===== src/verilog/adsr_pkg.sv =====
/*
 * Shared constants and carrier types for the converter control block.
 * Assumes a single 50 MHz clock and a byte-wide register port.
 */
package adsr_pkg;
    localparam int CLK_MHZ = 50;
    // Register offsets (bank bit is address bit 7)
    localparam logic [7:0] ADDR_PORT_PINS = 8'h05;
    localparam logic [7:0] ADDR_CORE_IRQ = 8'h0B;
    localparam logic [7:0] ADDR_CORE_IRQ_HI = 8'h8B;
    localparam logic [7:0] ADDR_IRQ_FLAGS = 8'h0C;
    localparam logic [7:0] ADDR_RESULT = 8'h1E;
    localparam logic [7:0] ADDR_CONTROL = 8'h1F;
    localparam logic [7:0] ADDR_PORT_DIR = 8'h85;
    localparam logic [7:0] ADDR_IRQ_EN = 8'h8C;
    localparam logic [7:0] ADDR_PIN_CFG = 8'h9F;
    // Field positions in conv_control
    localparam int CTL_ON = 0;
    localparam int CTL_GO = 2;
    localparam int CTL_CHS_LO = 3;
    localparam int CTL_CONV_CLOCK_SELECT_LO = 6;
    // Field positions elsewhere
    localparam int FLG_DONE = 6;
    localparam int CORE_GIE = 7;
    localparam int CORE_PERIPH_IRQ_EN = 6;
    // Reset values and implemented masks
    localparam logic [7:0] RST_CONTROL = 8'h00;
    localparam logic [7:0] RST_CORE = 8'h00;
    localparam logic [7:0] RST_FLAGS = 8'h00;
    localparam logic [7:0] RST_IRQ_EN = 8'h00;
    localparam logic [7:0] RST_PIN_CFG = 8'h00;
    localparam logic [7:0] RST_PORT_DIR = 8'h3F;
    localparam logic [7:0] MASK_CONTROL = 8'hDD;
    localparam logic [7:0] MASK_FLAGS = 8'h40;
    localparam logic [7:0] MASK_PIN_CFG = 8'h07;
    localparam logic [7:0] MASK_PORT_DIR = 8'h3F;
    localparam logic [7:0] MASK_PORT_PINS = 8'h3F;
    // Clock select codes
    localparam logic [1:0] CONV_CLOCK_SELECT_2 = 2'h0;
    localparam logic [1:0] CONV_CLOCK_SELECT_8 = 2'h1;
    localparam logic [1:0] CONV_CLOCK_SELECT_32 = 2'h2;
    localparam logic [1:0] CONV_CLOCK_SELECT_RC = 2'h3;
    // Timing in clk cycles
    localparam int TOSC_CYC = 1;
    localparam int INSTR_CYC = 4 * TOSC_CYC;
    localparam int RC_TAD_NS = 4000;
    localparam int RC_TAD_CYC = RC_TAD_NS * CLK_MHZ / 1000;
    localparam int HALF_TADS = 19;      // 9.5 bit periods in half periods
    localparam int WAIT_HALF_TADS = 4;  // 2 bit periods after abort
    localparam int CNT_W = 16;

    typedef struct packed {
        logic [7:0] addr;
        logic [7:0] wdata;
        logic wr;
        logic rd;
    } adsr_bus_t;

    typedef enum logic [3:0] {
        ST_IDLE = 4'b0001,
        ST_DELAY = 4'b0010,
        ST_CONV = 4'b0100,
        ST_WAIT = 4'b1000
    } adsr_state_t;
endpackage


===== src/verilog/adsr_ctrl.sv =====
/*
 * Converter control: register file, sequencer, halt handling, interrupt.
 * Assumes the CPU reports halt as a level and the analog channels
 * arrive as already-quantised 8-bit codes (ideal transfer, 1 step = Vref/256).
 */
// Strobed register access was chosen for this implementation.
// What this block does
// Conversion may continue through halt only with RC clock select.
// RC clock: wait one instruction cycle after go before converting.
// On finish, clear go/done and load result register.
// Finish during halt with done enable set wakes the device.
// Finish during halt without enable: no wake, converter-on stays set.
// Halt on non-RC clock aborts conversion and powers converter down.
// That power-down leaves converter-on bit set.
// Software sets RC clock, sets go, then halts to convert asleep.
// Software picks a bit period of at least minimum, ideally <= 8 us.
// Reset restores registers, switches converter off, aborts conversion.
// Reset leaves result register unchanged.
// Output code rises by one per input step of reference/256.
// Unimplemented bits read as zero.
// Core interrupt control reads and writes at both bank addresses.
// Clock select 00/01/10/11 = 2, 8, 32 oscillator periods, RC.
// One conversion lasts nine and a half bit periods.
// Clearing go aborts, keeps result, then waits two bit periods.
// Done flag sets together with go/done clearing.
// Channel select routes input; go starts only with converter on.
module adsr_ctrl (
    input wire logic clk,
    input wire logic rst_n,
    input wire logic [7:0] addr,
    input wire logic [7:0] wdata,
    input wire logic wr,
    input wire logic rd,
    output logic [7:0] rdata,
    input wire logic cpu_halted,
    input wire logic [7:0] ain0,
    input wire logic [7:0] ain1,
    input wire logic [7:0] ain2,
    input wire logic [7:0] ain3,
    output logic wake,
    output logic irq,
    output logic converter_powered
);
    adsr_pkg::adsr_bus_t bus;
    assign bus = '{addr: addr, wdata: wdata, wr: wr, rd: rd};

    logic [7:0] conv_control;
    logic [7:0] core_irq_control;
    logic [7:0] periph_irq_flags;
    logic [7:0] periph_irq_enables;
    logic [7:0] analog_pin_config;
    logic [7:0] port_direction;
    logic [7:0] conv_result;
    logic [7:0] sample;
    adsr_pkg::adsr_state_t state;
    logic [adsr_pkg::CNT_W-1:0] tick_cnt;
    logic [4:0] half_cnt;
    logic half_tick;

    logic [1:0] conv_clock_select;
    logic [1:0] channel_select;
    logic converter_on;
    logic go_bit;
    logic is_rc;
    logic halt_kill;
    logic done_evt;
    logic go_cleared_by_sw;
    logic wr_ctl;
    logic [adsr_pkg::CNT_W-1:0] half_len;
    logic delay_over;
    logic go_refused;
    logic phase_start;
    logic [7:0] chan_in [4];
    logic [7:0] chan_gated [4];
    logic [7:0] routed;

    assign conv_clock_select = conv_control[adsr_pkg::CTL_CONV_CLOCK_SELECT_LO +: 2];
    assign channel_select = conv_control[adsr_pkg::CTL_CHS_LO +: 2];
    assign converter_on = conv_control[adsr_pkg::CTL_ON];
    assign go_bit = conv_control[adsr_pkg::CTL_GO];
    assign is_rc = (conv_clock_select == adsr_pkg::CONV_CLOCK_SELECT_RC);
    assign halt_kill = cpu_halted && !is_rc;
    assign wr_ctl = bus.wr && bus.addr == adsr_pkg::ADDR_CONTROL;
    // Switching the converter off mid-conversion aborts it like a go clear
    assign go_cleared_by_sw = wr_ctl
        && (!bus.wdata[adsr_pkg::CTL_GO] || !bus.wdata[adsr_pkg::CTL_ON]);
    // Go that nothing would act on is dropped, or it would stay set forever
    assign go_refused = state == adsr_pkg::ST_WAIT
        || (state == adsr_pkg::ST_IDLE && halt_kill);
    assign delay_over = !is_rc || tick_cnt == adsr_pkg::CNT_W'(adsr_pkg::INSTR_CYC - 1);
    // Prescaler restarts at each phase so every half period is whole
    assign phase_start = (state == adsr_pkg::ST_DELAY && delay_over)
        || (state == adsr_pkg::ST_CONV && go_cleared_by_sw);
    assign done_evt = rst_n && (state == adsr_pkg::ST_CONV) && half_tick
        && half_cnt == 5'(adsr_pkg::HALF_TADS - 1) && !go_cleared_by_sw && !halt_kill;

    // Channel routing: one gated copy per input, ORed together
    assign chan_in[0] = ain0;
    assign chan_in[1] = ain1;
    assign chan_in[2] = ain2;
    assign chan_in[3] = ain3;
    for (genvar c = 0; c < 4; c++) begin : g_chan
        assign chan_gated[c] = (channel_select == 2'(c)) ? chan_in[c] : 8'h00;
    end
    assign routed = chan_gated[0] | chan_gated[1] | chan_gated[2] | chan_gated[3];

    // Half bit period length per clock select
    always_comb begin
        case (conv_clock_select)
            adsr_pkg::CONV_CLOCK_SELECT_2: half_len = adsr_pkg::CNT_W'(adsr_pkg::TOSC_CYC);
            adsr_pkg::CONV_CLOCK_SELECT_8: half_len = adsr_pkg::CNT_W'(4 * adsr_pkg::TOSC_CYC);
            adsr_pkg::CONV_CLOCK_SELECT_32: half_len = adsr_pkg::CNT_W'(16 * adsr_pkg::TOSC_CYC);
            default: half_len = adsr_pkg::CNT_W'(adsr_pkg::RC_TAD_CYC / 2);
        endcase
    end

    assign half_tick = (tick_cnt >= half_len - 1'b1);

    // Bit-period prescaler
    always_ff @(posedge clk) begin
        if (!rst_n) begin
            tick_cnt <= '0;
        end else if (half_tick || phase_start || state == adsr_pkg::ST_IDLE) begin
            tick_cnt <= '0;
        end else begin
            tick_cnt <= tick_cnt + 1'b1;
        end
    end

    // Half bit periods of the running phase
    always_ff @(posedge clk) begin
        if (!rst_n) begin
            half_cnt <= '0;
        end else begin
            case (state)
                adsr_pkg::ST_CONV: begin
                    if (go_cleared_by_sw) begin
                        half_cnt <= '0;
                    end else if (half_tick) begin
                        half_cnt <= half_cnt + 1'b1;
                    end
                end
                adsr_pkg::ST_WAIT: begin
                    if (half_tick) begin
                        half_cnt <= half_cnt + 1'b1;
                    end
                end
                default: half_cnt <= '0;
            endcase
        end
    end

    // Sequencer
    always_ff @(posedge clk) begin
        if (!rst_n) begin
            state <= adsr_pkg::ST_IDLE;
        end else begin
            case (state)
                adsr_pkg::ST_IDLE: begin
                    if (wr_ctl && bus.wdata[adsr_pkg::CTL_GO] && bus.wdata[adsr_pkg::CTL_ON]
                        && converter_on && !halt_kill) begin
                        state <= adsr_pkg::ST_DELAY;
                    end
                end
                adsr_pkg::ST_DELAY: begin
                    // Lets the halt instruction retire before sampling
                    if (halt_kill || go_cleared_by_sw) begin
                        state <= adsr_pkg::ST_IDLE;
                    end else if (delay_over) begin
                        state <= adsr_pkg::ST_CONV;
                    end
                end
                adsr_pkg::ST_CONV: begin
                    if (halt_kill) begin
                        state <= adsr_pkg::ST_IDLE;
                    end else if (go_cleared_by_sw) begin
                        state <= adsr_pkg::ST_WAIT;
                    end else if (done_evt) begin
                        state <= adsr_pkg::ST_IDLE;
                    end
                end
                adsr_pkg::ST_WAIT: begin
                    // Holding cap disconnected until the wait ends
                    if (half_tick && half_cnt == 5'(adsr_pkg::WAIT_HALF_TADS - 1)) begin
                        state <= adsr_pkg::ST_IDLE;
                    end
                end
                default: state <= adsr_pkg::ST_IDLE;
            endcase
        end
    end

    // Sample the routed channel at conversion start
    always_ff @(posedge clk) begin
        if (!rst_n) begin
            sample <= 8'h00;
        end else if (state == adsr_pkg::ST_DELAY) begin
            sample <= routed;
        end
    end

    // Control register; go/done cleared by hardware on finish
    always_ff @(posedge clk) begin
        if (!rst_n) begin
            conv_control <= adsr_pkg::RST_CONTROL;
        end else begin
            if (wr_ctl) begin
                conv_control <= bus.wdata & adsr_pkg::MASK_CONTROL;
                if (!bus.wdata[adsr_pkg::CTL_ON] || !converter_on || go_refused) begin
                    conv_control[adsr_pkg::CTL_GO] <= 1'b0;
                end
            end
            if (done_evt || (halt_kill && state != adsr_pkg::ST_IDLE)) begin
                // Converter-on untouched on abort or finish
                conv_control[adsr_pkg::CTL_GO] <= 1'b0;
            end
        end
    end

    // Result register keeps its value through reset
    always_ff @(posedge clk) begin
        if (done_evt) begin
            conv_result <= sample;
        end else if (rst_n && bus.wr && bus.addr == adsr_pkg::ADDR_RESULT) begin
            conv_result <= bus.wdata;
        end
    end

    // Done flag: set wins over software clear
    always_ff @(posedge clk) begin
        if (!rst_n) begin
            periph_irq_flags <= adsr_pkg::RST_FLAGS;
        end else if (done_evt) begin
            periph_irq_flags[adsr_pkg::FLG_DONE] <= 1'b1;
        end else if (bus.wr && bus.addr == adsr_pkg::ADDR_IRQ_FLAGS) begin
            periph_irq_flags <= periph_irq_flags & ~(bus.wdata & adsr_pkg::MASK_FLAGS);
        end
    end

    // Remaining software registers
    always_ff @(posedge clk) begin
        if (!rst_n) begin
            core_irq_control <= adsr_pkg::RST_CORE;
            periph_irq_enables <= adsr_pkg::RST_IRQ_EN;
            analog_pin_config <= adsr_pkg::RST_PIN_CFG;
            port_direction <= adsr_pkg::RST_PORT_DIR;
        end else if (bus.wr) begin
            if (bus.addr == adsr_pkg::ADDR_CORE_IRQ
                || bus.addr == adsr_pkg::ADDR_CORE_IRQ_HI) begin
                core_irq_control <= bus.wdata;
            end
            if (bus.addr == adsr_pkg::ADDR_IRQ_EN) begin
                periph_irq_enables <= bus.wdata & adsr_pkg::MASK_FLAGS;
            end
            if (bus.addr == adsr_pkg::ADDR_PIN_CFG) begin
                analog_pin_config <= bus.wdata & adsr_pkg::MASK_PIN_CFG;
            end
            if (bus.addr == adsr_pkg::ADDR_PORT_DIR) begin
                port_direction <= bus.wdata & adsr_pkg::MASK_PORT_DIR;
            end
        end
    end

    // Read port, one cycle latency; unmapped reads zero
    always_ff @(posedge clk) begin
        if (!rst_n) begin
            rdata <= 8'h00;
        end else if (bus.rd) begin
            case (bus.addr)
                adsr_pkg::ADDR_CORE_IRQ, adsr_pkg::ADDR_CORE_IRQ_HI: begin
                    rdata <= core_irq_control;
                end
                adsr_pkg::ADDR_IRQ_FLAGS: rdata <= periph_irq_flags;
                adsr_pkg::ADDR_IRQ_EN: rdata <= periph_irq_enables;
                adsr_pkg::ADDR_RESULT: rdata <= conv_result;
                adsr_pkg::ADDR_CONTROL: rdata <= conv_control;
                adsr_pkg::ADDR_PIN_CFG: rdata <= analog_pin_config;
                adsr_pkg::ADDR_PORT_DIR: rdata <= port_direction;
                adsr_pkg::ADDR_PORT_PINS: rdata <= 8'h00; // Analog pins read low
                default: rdata <= 8'h00;
            endcase
        end else begin
            rdata <= 8'h00;
        end
    end

    // Wake and interrupt outputs
    always_ff @(posedge clk) begin
        if (!rst_n) begin
            wake <= 1'b0;
            irq <= 1'b0;
            converter_powered <= 1'b0;
        end else begin
            wake <= cpu_halted && done_evt && periph_irq_enables[adsr_pkg::FLG_DONE];
            irq <= core_irq_control[adsr_pkg::CORE_GIE] && core_irq_control[adsr_pkg::CORE_PERIPH_IRQ_EN]
                && |(periph_irq_flags & periph_irq_enables);
            converter_powered <= converter_on && !halt_kill;
        end
    end
endmodule


===== config.mk =====
export PLATFORM = sky130hd
export DESIGN_NAME = adsr_ctrl
export DESIGN_NICKNAME = d
export VERILOG_FILES = /design/src/verilog/adsr_pkg.sv /design/src/verilog/adsr_ctrl.sv
export SDC_FILE = /design/constraint.sdc
export NUM_CORES = 1
export LEC_CHECK = 0
export ABC_AREA = 0
export BUFFER_PORTS_ARGS = -buffer_cell sky130_fd_sc_hd__buf_2
export CAP_MARGIN = 20
export CORE_ASPECT_RATIO = 0.5
export CORE_MARGIN = 2
export CORE_UTILIZATION = 50
export CTS_CLUSTER_DIAMETER = 120
export CTS_CLUSTER_SIZE = 16
export DETAILED_ROUTE_END_ITERATION = 10
export GPL_TIMING_DRIVEN = 0
export PLACE_DENSITY = 0.75
export SYNTH_ARGS = -nofsm -noshare
export SYNTH_HDL_FRONTEND = slang
export SYNTH_SLANG_ARGS = --single-unit
export TNS_END_PERCENT = 50

===== constraint.sdc =====
create_clock -name clk -period 2.4 [get_ports clk]
set_input_delay 0.12 -clock clk [delete_from_list [all_inputs] [get_ports clk]]
set_output_delay 0.12 -clock clk [all_outputs]
set_load 0.02 [all_outputs]

==> metrics.md <==
| Metric | Value |
|---|---|
| Vias in the first global route | 3107 |
| Leading area contributor after synthesis | dfxtp_1 |
| Vert. Die Dim | 64.4 µm |
| Post-Place Cell Area | 4110 µm² |
| Diodes inserted | 0 |
| Synth cell types | 61 |
| Max Fclk | 400 MHz |
| First-pass GRT wire length | 14900 µm |
| Simple-gate portion of the synthesized area | 21.7% |
| CTS H-tree depth | 3 |
| Hold depth | 3 |
| Die W | 125 µm |
| Worst IR drop on VDD | 0.368 mV |
| Worst Hold Path EP | port_direction[5]$_SDFFE_PN1P_ |
| CTS tree | built |
| Share of the synthesized area in the top cell type | 37.9% |
| Worst hold-check path type | in2reg |
| Commonest cells post-synth | dfxtp_1, nand2_1, mux2i_1 |
| Mapped Cells | 358 |
| Vias | 3118 |
| Die outline area | 8030 µm² |
| Post-Synth XOR/XNOR Area | 2.40% |
| Worst slew pin tran | 1.12 ns |
| Hold Fails Final Rpt | 0 |
| Layout net count | 513 |
| Netlist Area Pre-Place | 3640 µm² |
| Synth top area cells | dfxtp_1, edfxtp_1, mux2i_1, mux4_2, nand2_1 |
| CP max-delay cell | dfxtp_4 |
| Layout cells sized above 1 | 31.6% |
| Count leader, synth | dfxtp_1 |
| Worst r2r src | conv_control[6]$_SDFFE_PN0P_ |
| CTS sink cnt | 77 |
| CP Max Fanout | 5 |
| Synth-to-Final Area Change | 28.6% |
| Most used cell, CP | buf_4 |
| CP endpoint kind | flop |
| CTS max path bufs | 2 |
| Seq/Total Area, Yosys | 44.5% |
| Worst-path clk slew | 0.06 ns |
| Worst r2r dst | conv_result[7]$_DFFE_PP_ |
| Synthesized flop and latch total | 77 |
| Initial Util | 53.1% |
| Kind of critical path | reg2reg |
| I/O pin cnt | 64 |
| Status | finished with violations |
| Worst setup SP type | flop |
| Initial antenna violation count | 0 |
| Leak Pwr | 1.84 nW |
| Cell Rows | 21 |
| Flop2flop setup slack | -0.1 ns |
| RSZ-0062 raised after global routing | yes |
| Hold_sp | wdata[5] |
| Post-Synth Adder-Cell Area | 3.43% |
| Main synth FF type | dfxtp_1 |
| Post-synth EDFFs | 8 |
| Failing checks | negative setup slack |
| Port buffer count | 60 |
| Final period util | 104% |
| Total negative slack | -0.292 ns |
| PwrDens | 570 nW/µm² |
| Main combinational cell family by area after synthesis | simple AND/OR/NAND/NOR gates |
| Overflow left after global routing | 0 |
| Post-CTS Hold Fix Bufs | 0 |
| Synth warn | 0 |
| Final Critical Period | 2.50 ns |
| Setup Viol. Count Final | 4 |
| Multiplexer area fraction after synthesis | 14.1% |
| Routed wire length | 9020 µm |
| DR pass1 iterations | 5 |
| Final instance area | 4690 µm² |
| Cell Chain, Critical Path | buf_4 > nand2_2 > ha_4 > o211ai_1 > a21oi_2 > a2111oi_4 > and2_4 > nor4_4 > buf_4 > clkbuf_16 > mux2_4 |
| Clock buffer count from CTS | 9 |
| Routed wire per std cell | 16.5 µm |
| Final RePlAce weighted congestion | 0.895 |
| Skew final | 0.00631 ns |
| Asr flop ratio synth | 0% |
| Routed Antenna Nets | 0 |
| Routed vias/inst | 5.70 |
| First DRT Iteration DRCs | 235 |
| Post-synthesis compound-gate area fraction | 11.1% |
| Setup ws final | -0.0973 ns |
| Worst path max stage delay | 0.35 ns |
| Total power | 0.00267 W |
| Max cap viols | 0 |
| GR Util All Layers | 23.7% |
| Hpwl dp | 6270 µm |
| Worst endpoint data arrival time | 2.59 ns |
| Setup WS pre-CTS | -0.389 ns |
| Remaining DRCs | 0 |
| Synth Area per Inst | 10.2 µm² |
| WP data required | 2.49 ns |
| Clock Tree Root | clkbuf_16 |
| Core area | 6860 µm² |
| Pin count of the biggest net entering global routing | 14 |
| Clock Latency Late Sink | 0.34 ns |
| Max-slew violations | 0 |
| Worst r2r path cells | 11 |
| Max-slew headroom | 24.9% |
[where the power goes]
group	total [W]	internal (W)	switching (W)	leakage [nW]
Combinational	0.000130	0.0000675	0.0000627	1.08
Sequential	0.00131	0.00130	0.00000242	0.632
Clock	0.00124	0.000724	0.000512	0.129
[worst max-delay path by stage]
stage / from / end / slack, ns / cells after the start
after floorplan: conv_control[6]$_SDFFE_PN0P_ / conv_result[0]$_DFFE_PP_ / -0.05 / 9
after global placement: conv_control[6]$_SDFFE_PN0P_ / conv_result[4]$_DFFE_PP_ / -0.31 / 9
after detailed placement: conv_control[7]$_SDFFE_PN0P_ / conv_result[3]$_DFFE_PP_ / -0.39 / 10
after CTS: conv_control[7]$_SDFFE_PN0P_ / conv_result[1]$_DFFE_PP_ / -0.26 / 10
after global routing: conv_control[6]$_SDFFE_PN0P_ / conv_result[7]$_DFFE_PP_ / -0.14 / 11
final: conv_control[6]$_SDFFE_PN0P_ / conv_result[7]$_DFFE_PP_ / -0.1 / 11
[registers in the layout, summed over array words and instances, names as in the netlist]
register	flops
tick_cnt	16
conv_result	8
core_irq_control	8
rdata	8
sample	8
conv_control	6
port_direction	6
half_cnt	5
state	4
analog_pin_config	3
converter_powered	1
irq	1
periph_irq_enables	1
periph_irq_flags	1
wake	1
[placed cells by master (no fill, tap or decap), types with 5 or more instances in the layout]
cell type,count
clkbuf_1,10
edfxtp_1,8
nor4_1,6
mux4_2,8
a21boi_0,11
ha_1,5
buf_4,13
mux2i_1,22
xor2_1,6
nand4_1,5
dfxtp_1,67
clkbuf_16,10
conb_1,8
mux2_4,8
a21oi_1,9
nand3_1,8
nor2b_1,18
ha_4,5
inv_1,8
nand2_1,45
nor2_1,21
buf_2,63
[final cells by class]
class | instances | area [µm²]
Inverter | 9 | 36.3
Multi-Input combinational cell | 265 | 2140
Clock buffer | 12 | 246
Tap cell | 92 | 115
Fill cell | 506 | 2170
Clock inverter | 4 | 25.0
Timing Repair Buffer | 76 | 449
Buffer | 12 | 48.8
Sequential cell | 77 | 1630
[worst max-delay path: cells and delay by family, from the launching register on]
kind                     cells  cell delay, ns
AND/OR/NAND/NOR              3            0.35
buffers and inverters        3            0.46
AO/OA/AOI/OAI                3            0.60
multiplexers                 1            0.29
adder cells (fa/ha/maj)      1            0.20
flip-flops                   1            0.35
[stage by stage]
step                      hold slack (ns)  utilization, %  std cells
after detailed placement            0.378            59.9        516
after global routing               0.0394            68.3        547
final                              0.0376            68.3        547
after global placement              0.386            59.9        516
after CTS                          0.0320            67.7        547
after floorplan                     0.245               -        364
[logic make-up (layout without fill, tap and decap cells)]
family	after synthesis	after routing
simple gates	142	142
flops	77	77
compound gates	55	55
mux	40	40
buf+inv	22	113
fa+ha+maj	10	10
xor+xnor	10	10
other cells	2	8
[layer usage]
layer	up-vias	wire length, µm	global-route usage, %
met1	1512	3880	28.1
met5	-	0	0
met3	14	499	5.70
li1	1490	-	-
met4	0	133	9.13
met2	102	4500	42.1
[repair_timing]
action,CTS,global route
buffers inserted,14,2
gates resized for setup,22,13
pin swaps,11,10
cloned,1,0
setup endpoints to repair,29,34
Power figures use the tool's default switching activity.
